--- config.mk ---
export PLATFORM = sky130hd
export DESIGN_NAME = flash_erase_write_control
export DESIGN_NICKNAME = d
export VERILOG_FILES = /design/src/inc/flash_ctl_pkg.sv /design/src/logic/flash_erase_write_control.sv /design/src/logic/wait_timer.sv
export SDC_FILE = /design/constraint.sdc
export NUM_CORES = 1
export LEC_CHECK = 0
export CORE_UTILIZATION = 54
export CTS_CLUSTER_DIAMETER = 50
export DETAILED_ROUTE_END_ITERATION = 10
export DONT_BUFFER_PORTS = 1
export PLACE_DENSITY = 0.73
export SYNTH_ARGS = -nofsm -noshare
export SYNTH_HDL_FRONTEND = slang
export SYNTH_SLANG_ARGS = --single-unit
--- constraint.sdc ---
create_clock -name clk_sys_i -period 2.4 [get_ports clk_sys_i]
set_clock_uncertainty 0.2 [all_clocks]
set_input_delay 0.24 -clock clk_sys_i [delete_from_list [all_inputs] [get_ports clk_sys_i]]
set_output_delay 0.24 -clock clk_sys_i [all_outputs]
set_load 0.01 [all_outputs]
--- src/inc/flash_ctl_pkg.sv ---
// Purpose: shared constants for the flash erase/program controller and data-bus decoder
// Assumes: 8-bit special function register port, 16-bit external data bus
// Notes:   region bounds are inclusive byte addresses
package flash_ctl_pkg;

    // special function register addresses
    localparam logic [7:0]  SFR_ERASE_CMD      = 8'h94;
    localparam logic [7:0]  SFR_FLASH_CONTROL  = 8'hB2;
    localparam logic [7:0]  SFR_PAGE_SELECT    = 8'hB7;

    // flash_control fields
    localparam int          CTL_STORE_EN_BIT   = 0;
    localparam int          CTL_MASS_ARM_BIT   = 1;
    localparam int          CTL_BUSY_BIT       = 7;

    // erase_page_select field: page number in bits 7..1
    localparam int          PAGE_LSB           = 1;
    localparam int          PAGE_W             = 7;

    // reset values
    localparam logic [7:0]  FLASH_CONTROL_RST  = 8'h00;
    localparam logic [7:0]  PAGE_SELECT_RST    = 8'h00;

    // command patterns
    localparam logic [7:0]  CMD_MASS_ERASE     = 8'hAA;
    localparam logic [7:0]  CMD_PAGE_ERASE     = 8'h55;

    // value of an erased flash byte
    localparam logic [7:0]  ERASED_BYTE        = 8'hFF;

    // data-bus regions
    localparam logic [15:0] MPU_RAM_LO         = 16'h0000;
    localparam logic [15:0] MPU_RAM_HI         = 16'h07FF;
    localparam logic [15:0] CE_DRAM_LO         = 16'h1000;
    localparam logic [15:0] CE_DRAM_HI         = 16'h13FF;
    localparam logic [15:0] IO_RAM_LO          = 16'h2000;
    localparam logic [15:0] IO_RAM_HI          = 16'h20FF;
    localparam logic [15:0] CE_PRAM_LO         = 16'h3000;
    localparam logic [15:0] CE_PRAM_HI         = 16'h3FFF;

    // wait states
    localparam logic [2:0]  WAIT_FAST          = 3'h0;
    localparam logic [2:0]  WAIT_CE            = 3'h5;

    // one-hot RAM select vector positions
    localparam int          SEL_MPU_RAM        = 0;
    localparam int          SEL_CE_DRAM        = 1;
    localparam int          SEL_IO_RAM         = 2;
    localparam int          SEL_CE_PRAM        = 3;

    typedef enum logic [2:0] {
        ERASE_IDLE = 3'b001,
        ERASE_ARM  = 3'b010,
        ERASE_RUN  = 3'b100
    } erase_state_type;

    typedef enum logic [1:0] {
        BUS_IDLE   = 2'b01,
        BUS_ACCESS = 2'b10
    } bus_state_type;

endpackage : flash_ctl_pkg

--- src/logic/flash_erase_write_control.sv ---
// Purpose: flash erase sequencer, flash store redirection and data-bus memory decoder
// Assumes: sfr and data-bus requests come from the processor on clk_sys_i
// Notes:   the flash array itself, and all RAMs, sit outside this block
//
// Summary of operation
// - mass erase starts only after arm bit set, then 0xAA to command register
// - mass erase is refused unless the emulator port is enabled at command time
// - page erase starts only after page number written, then 0x55 to command
// - erase happens only on exact pattern in required order; a stray command write clears the arm bit and page setup
// - with flash store enable set, external stores also program flash, except while an erase runs
// - an erased flash byte reads back as 0xFF
// - programming only clears bits; changing a programmed byte needs erase first
// - a flash-programming store also writes RAM sharing that address
// - flash spans data addresses 0000-FFFF, 64KB, zero wait states
// - compute-engine data/program RAM take 5 wait states; others take none
// - processor denied compute-engine program RAM while compute engine runs
module flash_erase_write_control (
    input  wire logic        clk_sys_i,
    input  wire logic        reset_n_i,
    // special function register port
    input  wire logic [7:0]  sfr_addr_i,
    input  wire logic        sfr_wr_i,
    input  wire logic        sfr_rd_i,
    input  wire logic [7:0]  sfr_wdata_i,
    output logic      [7:0]  sfr_rdata_o,
    // processor external data bus
    input  wire logic        xreq_i,
    input  wire logic        xwe_i,
    input  wire logic [15:0] xaddr_i,
    input  wire logic [7:0]  xwdata_i,
    output logic             xack_o,
    output logic             xdenied_o,
    output logic      [7:0]  xrdata_o,
    // memory side
    output logic      [15:0] mem_addr_o,
    output logic      [7:0]  mem_wdata_o,
    output logic      [3:0]  ram_sel_o,
    output logic             ram_we_o,
    input  wire logic [7:0]  ram_rdata_i,
    output logic             flash_rd_o,
    output logic             flash_prog_o,
    input  wire logic [7:0]  flash_rdata_i,
    // erase control towards the flash array
    output logic             mass_erase_o,
    output logic             page_erase_o,
    output logic      [6:0]  erase_page_number_o,
    input  wire logic        flash_busy_i,
    // status inputs
    input  wire logic        emulator_port_en_i,
    input  wire logic        ce_running_i
);

    typedef struct packed {
        logic [7:0]                      sfr_rdata;
        logic                            store_en;
        logic                            mass_arm;
        logic [6:0]                      page_num;
        logic                            page_fresh;
        logic [2:0]                      emu_sync;
        logic                            emu_en;
        flash_ctl_pkg::erase_state_type  erase_state;
        logic                            mass_pulse;
        logic                            page_pulse;
        flash_ctl_pkg::bus_state_type    bus_state;
        logic                            denied;
        logic [15:0]                     addr;
        logic [7:0]                      wdata;
        logic [3:0]                      sel;
        logic                            ram_we;
        logic                            flash_rd;
        logic                            flash_prog;
        logic                            ack;
        logic [7:0]                      rdata;
    } ctl_state_type;

    ctl_state_type s_q;
    ctl_state_type s_d;

    logic       timer_load;
    logic [2:0] timer_count;
    logic       timer_expired;

    function automatic logic in_range(input logic [15:0] a, input logic [15:0] lo, input logic [15:0] hi);
        in_range = (a >= lo) && (a <= hi);
    endfunction : in_range

    wait_timer u_wait_timer (
        .clk_sys_i (clk_sys_i),
        .reset_n_i (reset_n_i),
        .load_i    (timer_load),
        .count_i   (timer_count),
        .expired_o (timer_expired)
    );

    always_comb begin
        logic [3:0] region;
        logic       erasing;
        logic       is_ce;
        s_d         = s_q;
        region      = 4'h0;
        erasing     = (s_q.erase_state != flash_ctl_pkg::ERASE_IDLE);
        is_ce       = 1'b0;
        timer_load  = 1'b0;
        timer_count = flash_ctl_pkg::WAIT_FAST;

        // emulator enable comes from a pin: third stage must agree with second
        s_d.emu_sync = {s_q.emu_sync[1:0], emulator_port_en_i};
        if (s_q.emu_sync[1] == s_q.emu_sync[2]) begin
            s_d.emu_en = s_q.emu_sync[2];
        end

        // register reads, one cycle latency
        s_d.sfr_rdata = 8'h00;
        if (sfr_rd_i) begin
            unique case (sfr_addr_i)
                flash_ctl_pkg::SFR_FLASH_CONTROL: begin
                    s_d.sfr_rdata[flash_ctl_pkg::CTL_STORE_EN_BIT] = s_q.store_en;
                    s_d.sfr_rdata[flash_ctl_pkg::CTL_MASS_ARM_BIT] = s_q.mass_arm;
                    s_d.sfr_rdata[flash_ctl_pkg::CTL_BUSY_BIT]     = erasing;
                end
                flash_ctl_pkg::SFR_PAGE_SELECT: begin
                    s_d.sfr_rdata[flash_ctl_pkg::PAGE_LSB +: flash_ctl_pkg::PAGE_W] = s_q.page_num;
                end
                default: begin
                    s_d.sfr_rdata = 8'h00;
                end
            endcase
        end

        // erase sequencer
        s_d.mass_pulse = 1'b0;
        s_d.page_pulse = 1'b0;
        if (sfr_wr_i && sfr_addr_i == flash_ctl_pkg::SFR_FLASH_CONTROL) begin
            s_d.store_en = sfr_wdata_i[flash_ctl_pkg::CTL_STORE_EN_BIT];
            s_d.mass_arm = sfr_wdata_i[flash_ctl_pkg::CTL_MASS_ARM_BIT];
        end
        if (sfr_wr_i && sfr_addr_i == flash_ctl_pkg::SFR_PAGE_SELECT) begin
            s_d.page_num   = sfr_wdata_i[flash_ctl_pkg::PAGE_LSB +: flash_ctl_pkg::PAGE_W];
            s_d.page_fresh = 1'b1;
        end
        unique case (s_q.erase_state)
            flash_ctl_pkg::ERASE_IDLE: begin
                if (sfr_wr_i && sfr_addr_i == flash_ctl_pkg::SFR_ERASE_CMD) begin
                    // a command write while idle consumes the setup, so a retry must redo it
                    s_d.mass_arm   = 1'b0;
                    s_d.page_fresh = 1'b0;
                    if (sfr_wdata_i == flash_ctl_pkg::CMD_MASS_ERASE && s_q.mass_arm
                        && s_q.emu_en) begin
                        s_d.mass_pulse  = 1'b1;
                        s_d.erase_state = flash_ctl_pkg::ERASE_ARM;
                    end else if (sfr_wdata_i == flash_ctl_pkg::CMD_PAGE_ERASE
                                 && s_q.page_fresh) begin
                        s_d.page_pulse  = 1'b1;
                        s_d.erase_state = flash_ctl_pkg::ERASE_ARM;
                    end else begin
                        s_d.erase_state = flash_ctl_pkg::ERASE_IDLE;
                    end
                end
            end
            flash_ctl_pkg::ERASE_ARM: begin
                // commands during an erase are ignored; no queue
                if (flash_busy_i) begin
                    s_d.erase_state = flash_ctl_pkg::ERASE_RUN;
                end
            end
            flash_ctl_pkg::ERASE_RUN: begin
                if (!flash_busy_i) begin
                    s_d.erase_state = flash_ctl_pkg::ERASE_IDLE;
                end
            end
        endcase

        // data-bus decoder
        s_d.ack = 1'b0;
        region[flash_ctl_pkg::SEL_MPU_RAM] = in_range(xaddr_i, flash_ctl_pkg::MPU_RAM_LO, flash_ctl_pkg::MPU_RAM_HI);
        region[flash_ctl_pkg::SEL_CE_DRAM] = in_range(xaddr_i, flash_ctl_pkg::CE_DRAM_LO, flash_ctl_pkg::CE_DRAM_HI);
        region[flash_ctl_pkg::SEL_IO_RAM]  = in_range(xaddr_i, flash_ctl_pkg::IO_RAM_LO, flash_ctl_pkg::IO_RAM_HI);
        region[flash_ctl_pkg::SEL_CE_PRAM] = in_range(xaddr_i, flash_ctl_pkg::CE_PRAM_LO, flash_ctl_pkg::CE_PRAM_HI);
        unique case (s_q.bus_state)
            flash_ctl_pkg::BUS_IDLE: begin
                if (xreq_i) begin
                    s_d.addr   = xaddr_i;
                    s_d.wdata  = xwdata_i;
                    s_d.denied = region[flash_ctl_pkg::SEL_CE_PRAM] && ce_running_i;
                    if (s_d.denied) begin
                        region[flash_ctl_pkg::SEL_CE_PRAM] = 1'b0;
                    end
                    is_ce = region[flash_ctl_pkg::SEL_CE_DRAM] || region[flash_ctl_pkg::SEL_CE_PRAM];
                    // flash overlays the whole space; RAM shares the same addresses
                    s_d.sel        = region;
                    s_d.ram_we     = xwe_i && (region != 4'h0);
                    s_d.flash_prog = xwe_i && s_q.store_en && !erasing;
                    s_d.flash_rd   = !xwe_i && (region == 4'h0) && !s_d.denied;
                    timer_load     = 1'b1;
                    timer_count    = is_ce ? flash_ctl_pkg::WAIT_CE
                                           : flash_ctl_pkg::WAIT_FAST;
                    s_d.bus_state  = flash_ctl_pkg::BUS_ACCESS;
                end
            end
            flash_ctl_pkg::BUS_ACCESS: begin
                if (timer_expired) begin
                    s_d.ack = 1'b1;
                    if (s_q.ram_we || s_q.flash_prog || s_q.denied) begin
                        s_d.rdata = 8'h00;
                    end else if (s_q.flash_rd) begin
                        // a byte under erase has every bit set
                        s_d.rdata = erasing ? flash_ctl_pkg::ERASED_BYTE : flash_rdata_i;
                    end else begin
                        s_d.rdata = ram_rdata_i;
                    end
                    s_d.sel        = 4'h0;
                    s_d.ram_we     = 1'b0;
                    s_d.flash_rd   = 1'b0;
                    s_d.flash_prog = 1'b0;
                    s_d.bus_state  = flash_ctl_pkg::BUS_IDLE;
                end
            end
        endcase
    end

    always_ff @(posedge clk_sys_i or negedge reset_n_i) begin
        if (!reset_n_i) begin
            s_q             <= '0;
            s_q.store_en    <= flash_ctl_pkg::FLASH_CONTROL_RST[flash_ctl_pkg::CTL_STORE_EN_BIT];
            s_q.mass_arm    <= flash_ctl_pkg::FLASH_CONTROL_RST[flash_ctl_pkg::CTL_MASS_ARM_BIT];
            s_q.page_num    <= flash_ctl_pkg::PAGE_SELECT_RST[flash_ctl_pkg::PAGE_LSB +: flash_ctl_pkg::PAGE_W];
            s_q.erase_state <= flash_ctl_pkg::ERASE_IDLE;
            s_q.bus_state   <= flash_ctl_pkg::BUS_IDLE;
        end else begin
            s_q <= s_d;
        end
    end

    assign sfr_rdata_o         = s_q.sfr_rdata;
    assign xack_o              = s_q.ack;
    assign xdenied_o           = s_q.denied;
    assign xrdata_o            = s_q.rdata;
    assign mem_addr_o          = s_q.addr;
    assign mem_wdata_o         = s_q.wdata;
    assign ram_sel_o           = s_q.sel;
    assign ram_we_o            = s_q.ram_we;
    assign flash_rd_o          = s_q.flash_rd;
    assign flash_prog_o        = s_q.flash_prog;
    assign mass_erase_o        = s_q.mass_pulse;
    assign page_erase_o        = s_q.page_pulse;
    assign erase_page_number_o = s_q.page_num;

endmodule : flash_erase_write_control

--- src/logic/wait_timer.sv ---
// Purpose: counts the wait states of one data-bus access
// Assumes: load_i is a single-cycle pulse from the same clock domain
// Notes:   expired_o is high whenever the count stands at zero
module wait_timer (
    input  wire logic       clk_sys_i,
    input  wire logic       reset_n_i,
    input  wire logic       load_i,
    input  wire logic [2:0] count_i,
    output logic            expired_o
);

    typedef struct packed {
        logic [2:0] cnt;
    } timer_state_type;

    timer_state_type s_q;
    timer_state_type s_d;

    always_comb begin
        s_d = s_q;
        if (load_i) begin
            s_d.cnt = count_i;
        end else if (s_q.cnt != 3'h0) begin
            s_d.cnt = s_q.cnt - 3'h1;
        end
    end

    always_ff @(posedge clk_sys_i or negedge reset_n_i) begin
        if (!reset_n_i) begin
            s_q <= '0;
        end else begin
            s_q <= s_d;
        end
    end

    assign expired_o = (s_q.cnt == 3'h0);

endmodule : wait_timer

# Yosys cells after proc, flatten, opt, wreduce, memory -nomap -nowiden
# Cells that the tools add are included.
word_totals:
  regBits: 73
  latchBits: 0
  ram_bits: 0
  romBits: 0
  input_bits: 65
  output_inout_bits: 58
  elab_cells: 118
  n_memories: 0
classes:
  n_addsub: 1
  mul: 0
  div: 0
  n_lt_le_gt_ge: 8
  n_eq_ne: 17
  n_shift: 0
  muxes: 40
  n_bitwise: 0
  reduce_logical: 31
op_table:
  columns: ["operator", "count"]
  rows:
  - ["34-bit two-way mux", 1]
  - ["8-bit equality test, second input constant", 4]
  - ["16-bit by 14-bit greater-or-equal comparator with 1-bit output, second input constant", 2]
  - ["16-bit by 14-bit less-or-equal comparator with 1-bit output, second input constant", 2]
  - ["8-bit two-way mux", 4]
  - ["3-bit two-way mux", 8]
  - ["16-bit by 1-bit greater-or-equal comparator with 1-bit output, second input constant", 1]
  - ["16-bit by 13-bit greater-or-equal comparator with 1-bit output, second input constant", 1]
  - ["16-bit by 11-bit less-or-equal comparator with 1-bit output, second input constant", 1]
  - ["16-bit by 13-bit less-or-equal comparator with 1-bit output, second input constant", 1]
  - ["1-bit logical AND", 16]
  - ["16-bit two-way mux", 1]
  - ["1-bit two-way mux", 15]
  - ["7-bit one-hot mux with 2 select lines", 1]
  - ["5-bit two-way mux", 2]
  - ["2-bit != test, second input constant", 5]
  - ["9-bit two-way mux", 1]
  - ["3-bit one-hot mux with 3 select lines", 1]
  - ["8-bit by 7-bit equality test with 1-bit output, second input constant", 1]
  - ["2-bit two-way mux", 3]
  - ["2-bit AND reduction", 3]
  - ["4-bit logical NOT", 1]
  - ["1-bit one-hot mux with 2 select lines", 2]
  - ["2-bit one-hot mux with 2 select lines", 1]
  - ["15 further kinds", 19]

# Depth between registers and ports, before layout
logic_depth:
  depth_word: 11
  ltp_mapped: 7
  depth_no_buf: 6

# Cells and area by module
# Synthesis repeated with hierarchy kept, for this count alone.
hier_totals:
  hier_cells: 348
  hier_area_um2: 3544.6
modules_own_cells:
  columns: ["mod", "n_inst", "cells_each", "area_per_inst_um2", "seq_area_each_um2"]
  rows:
  - ["flash_erase_write_control", 1, 327, 3344.5, 1754.2]
  - ["wait_timer", 1, 21, 200.2, 75.1]

# Worst setup path before layout
# No wires, ideal clock.
synth_timing:
  path_kind: "register to register"
  startpoint: "reg u_wait_timer.s_q[0] in the netlist's numbering"
  endpoint: "reg s_q, in the netlist xrdata_o[0]"
  setup_ns: 0.092
  arrival_time_ns: 1.621
  required_time_ns: 2.108
  slack_ns: 0.487
  path_stages_with_launch: 8
  n_path_buf: 1
  period_less_slack_ns: 1.913
  cell_sequence: "dfrtp_1 > inv_1 > ha_1 > nor2b_4 > nand2b_4 > or4_4 > buf_6 > o31ai_2"
synth_between:
  elab_chain_cells: 2
synth_rtl:
  columns: ["element", "line_no", "rtl"]
  rows:
  - ["from (decl)", "wait_timer.sv:16", "timer_state_type s_q;"]
  - ["from (signal assigned)", "wait_timer.sv:30", "s_q <= '0;"]
  - ["from (signal assigned)", "wait_timer.sv:32", "s_q <= s_d;"]
  - ["3-bit logical NOT", "wait_timer.sv:36", "assign expired_o = (s_q.cnt == 3'h0);"]
  - ["2-bit AND reduction (no line)", null, null]
  - ["to (decl)", "flash_erase_write_control.sv:76", "ctl_state_type s_q;"]
# Every way passes these cells.
# A chain may end at the register's enable or synchronous reset.

# Worst setup path in the final report
layout_timing:
  startpoint: "reg s_q[41] in the netlist's numbering"
  endpoint: "reg s_q, in the netlist ram_sel_o[0]"
layout_between:
  elab_chain_cells: 3
  elab_cells_between_ends: 6
  cone_classes: "eq/ne: 4; mux: 1; reduce/logical: 1"
layout_rtl:
  columns: ["element", "line_no", "rtl"]
  rows:
  - ["2-bit equality test or 2-bit by 1-bit equality test with 1-bit output (tied branches)", "flash_erase_write_control.sv:179", "unique case (s_q.bus_state)"]
  - ["2-bit != test (no line)", null, null]
  - ["2-bit AND reduction (no line)", null, null]
# Several ways; a longest one is shown, not always the timed one.

==> flow_metrics.tcl <==
set metrics [dict create \
    hpwl_um 4150 \
    min_from "ce_running_i" \
    start_util 0.556 \
    synth_flop_cell "dfrtp_1" \
    slew_headroom 0.697 \
    crit_buf_inv 1 \
    status "finished clean" \
    drt-total-wl_um 6900 \
    endpoint "ram_sel_o[0]" \
    netlist_instances 304 \
    yosysMostFrequentCell "dfrtp_1" \
    wl_per_cell_um 17.1 \
    ir_drop_mv 0.661 \
    yosysSeqAreaShare 0.521 \
    num-nets-final 389 \
    gp_congestion 0.810 \
    gr-total-overflow 0 \
    p_sw_mw 1.24 \
    whs_ns 0.0199 \
    async_flop_share 1.00 \
    netlist_area_mm2 0.00351 \
    worstPathMaxFanout 7 \
    worstPathRequired_ns 2.48 \
    synth_edf_count 0 \
    avgSynthCellArea_um2 11.5 \
    cts_sinks 73 \
    grt_max_degree 74 \
    startpoint "s_q[41]" \
    synth_nets 371 \
    cts_buffer_depth 2 \
    die_h_um 82.6 \
    r2r_cells 5 \
    syn_to_final_growth_pct 15.8 \
    avgViaCountPerCell 5.46 \
    r2r_slack_ns 0.24 \
    postLayoutCoreUtil 0.644 \
    synth_top_cell_area_share 0.506 \
    worst_setup_path_start_kind "flip-flop" \
    clkPwrFrac 0.255 \
    num_antenna_cells 0 \
    critical_path_class "reg2reg" \
    place_inst 323 \
    min_period_ns 2.16 \
    layout-drive-gt1-share 0.214 \
    cts_tree "built" \
    yosysTopAreaCell "dfrtp_1" \
    tns_ns 0 \
    hold_violations 0 \
    min-delay-path-class "in2reg" \
    synth-seq-cells 73 \
    path_clk_slew_ns 0.07 \
    grt_first_pass_wirelength_um 10300 \
    setup.worst_path.end_class "flip-flop" \
    rsz0062_at_grt "no" \
    worstSkewPairLatency_ns 0.34 \
    synth_cell_type_count 45 \
    port_buffers 0 \
    cts_root_buffer "clkbuf_8" \
    path_depth 5 \
    fin_crit_sh 0.901 \
    htree_levels 3 \
    fmax_ghz 0.462 \
    synth_area_leaders "dfrtp_1 (51%), buf_4 (11%), mux2_2 (11%)" \
    worstMarginPinSlew_ns 0.455 \
    p_leak_nw 1.87 \
    dieArea_mm2 0.00683 \
    crit_chain "or3b_2 -> o21ai_2 -> nand2_1 -> o31ai_1 -> dlygate4sd3_1" \
    row_count 29 \
    p_seq_frac 0.517 \
    critical_path.top_delay_family "buffers and inverters" \
    detail-route-antenna-nets 0 \
    fp.coreArea_mm2 0.00631 \
    netlist_top_cells_count "dfrtp_1 (71), buf_4 (51), mux2_2 (33), nor2_1 (29), nand2_1 (25)" \
    drv_slew 0 \
    r2r_start "s_q[41]" \
    vias 2207 \
    ios 123 \
    r2r_end "ram_sel_o[0]" \
    drv_cap 0 \
    yosysWarnings 0 \
    cts_setup_buffers 0 \
    grt_pass1_vias 2309 \
    drc 0 \
    switching_share 0.322 \
    combPwrFrac 0.228 \
    slowest_stage "dlygate4sd3_1" \
    crit_arrival_ns 2.24 \
    antenna_found_initial 0 \
    drtPass1Iterations 4 \
    power_density_mw_per_mm2 945 \
    fin_cells 404 \
    numCtsBuffers 9 \
    chipWidth_um 82.6 \
    setup_viol_count_final 0 \
    drt_iter0_markers 64 \
    grt_usage 0.205 \
    p_int_mw 2.61 \
    cp_slowest_stage_delay_ns 0.57 \
]
## worst min-delay path by stage
| stage | to | slack (ns) | cells after the start |
|---|---|---|---|
| 6_report | flash_rd_o | 0.02 | 2 |
| 2_1_floorplan | erase_page_number_o[0] | -0.26 | 0 |
| 4_1_cts | flash_rd_o | 0.0007 | 2 |
| 5_1_grt | flash_rd_o | 0.01 | 2 |
| 3_3_place_gp | mem_wdata_o[3] | -0.25 | 0 |
| 3_5_place_dp | mem_wdata_o[3] | -0.25 | 0 |
## through the flow
step           cell area [um^2]  power [mW]  worst slack (ns)
3_3_place_gp               3190        2.71             0.401
4_1_cts                    4060        3.85            0.0823
6_report                   4070        3.84             0.237
5_1_grt                    4070        4.06             0.144
2_1_floorplan              3510        2.99             0.487
3_5_place_dp               3190        2.76             0.329
## power by group through the flow
stage               combinational [mW]  sequential [mW]  clock, mW
floorplan                         1.24             1.76          0
global placement                 0.714             2.00          0
detailed placement               0.750             2.01          0
CTS                              0.865             1.98      0.999
global route                     0.969             2.05       1.04
finish                           0.876             1.99      0.978
## flip-flops by register name, indices dropped and copies added (netlist names), 2 cells and up
register	count
s_q	10
mem_addr_o	16
s_d	2
ram_sel_o	4
mem_wdata_o	8
u_wait_timer.s_q	3
sfr_rdata_o	8
erase_page_number_o	7
xrdata_o	8
## placed cells by master, fill, tap and decap left out, types with 2 or more instances in the layout
cell and count:
dlygate4sd3_1 64, ha_1 2, nor3b_1 2, clkinv_2 3, or4_1 2, dfrtp_1 71, mux2i_1 3, a21oi_1 8
xnor2_1 2, o31ai_2 8, nand2_1 25, clkbuf_8 11, inv_1 5, nor2_1 29, and2_1 8, a32o_1 3
nand4_1 3, a21o_1 2, o31ai_1 3, nand3b_1 2, nand2b_4 2, or3b_2 2, dfstp_2 2, nand3_1 5
mux2_2 33, nor4b_1 2, nor4bb_1 4
## layer usage
metal	part of all wire	global-route usage	routed length, um	vias to the layer above
met5	0	0	0	-
met4	0.020	0.110	138	0
met3	0.050	0.0396	345	11
met2	0.51	0.357	3540	76
met1	0.42	0.239	2870	1086
li1	-	-	-	1034
## logic make-up (layout without fill, tap and decap cells)
logic type,after synthesis,count (layout),share of synthesized area
flops,73,73,0.521
mux,36,36,0.114
simple gates,96,96,0.151
fa+ha+maj,3,3,0.00998
xor+xnor,2,2,0.00499
compound gates,30,30,0.0720
buf+inv,64,87,0.127
## layout make-up
cell class                 count  area, um^2
multi-input combinational    167        1240
timing repair buffer          66         676
tap                           77        96.3
fill                         481        2250
sequential                    73        1830
inverter                       5        18.8
clock inverter                 5        53.8
clock buffer                  11         151
## what timing repair did
| action | CTS | global route |
|---|---|---|
| resized for setup | 0 | 1 |
| hold endpoints to repair | 134 | 0 |
| hold buffers | 65 | 0 |
| endpoints found under the setup margin | 0 | 2 |
Power figures use the tool's default switching activity.
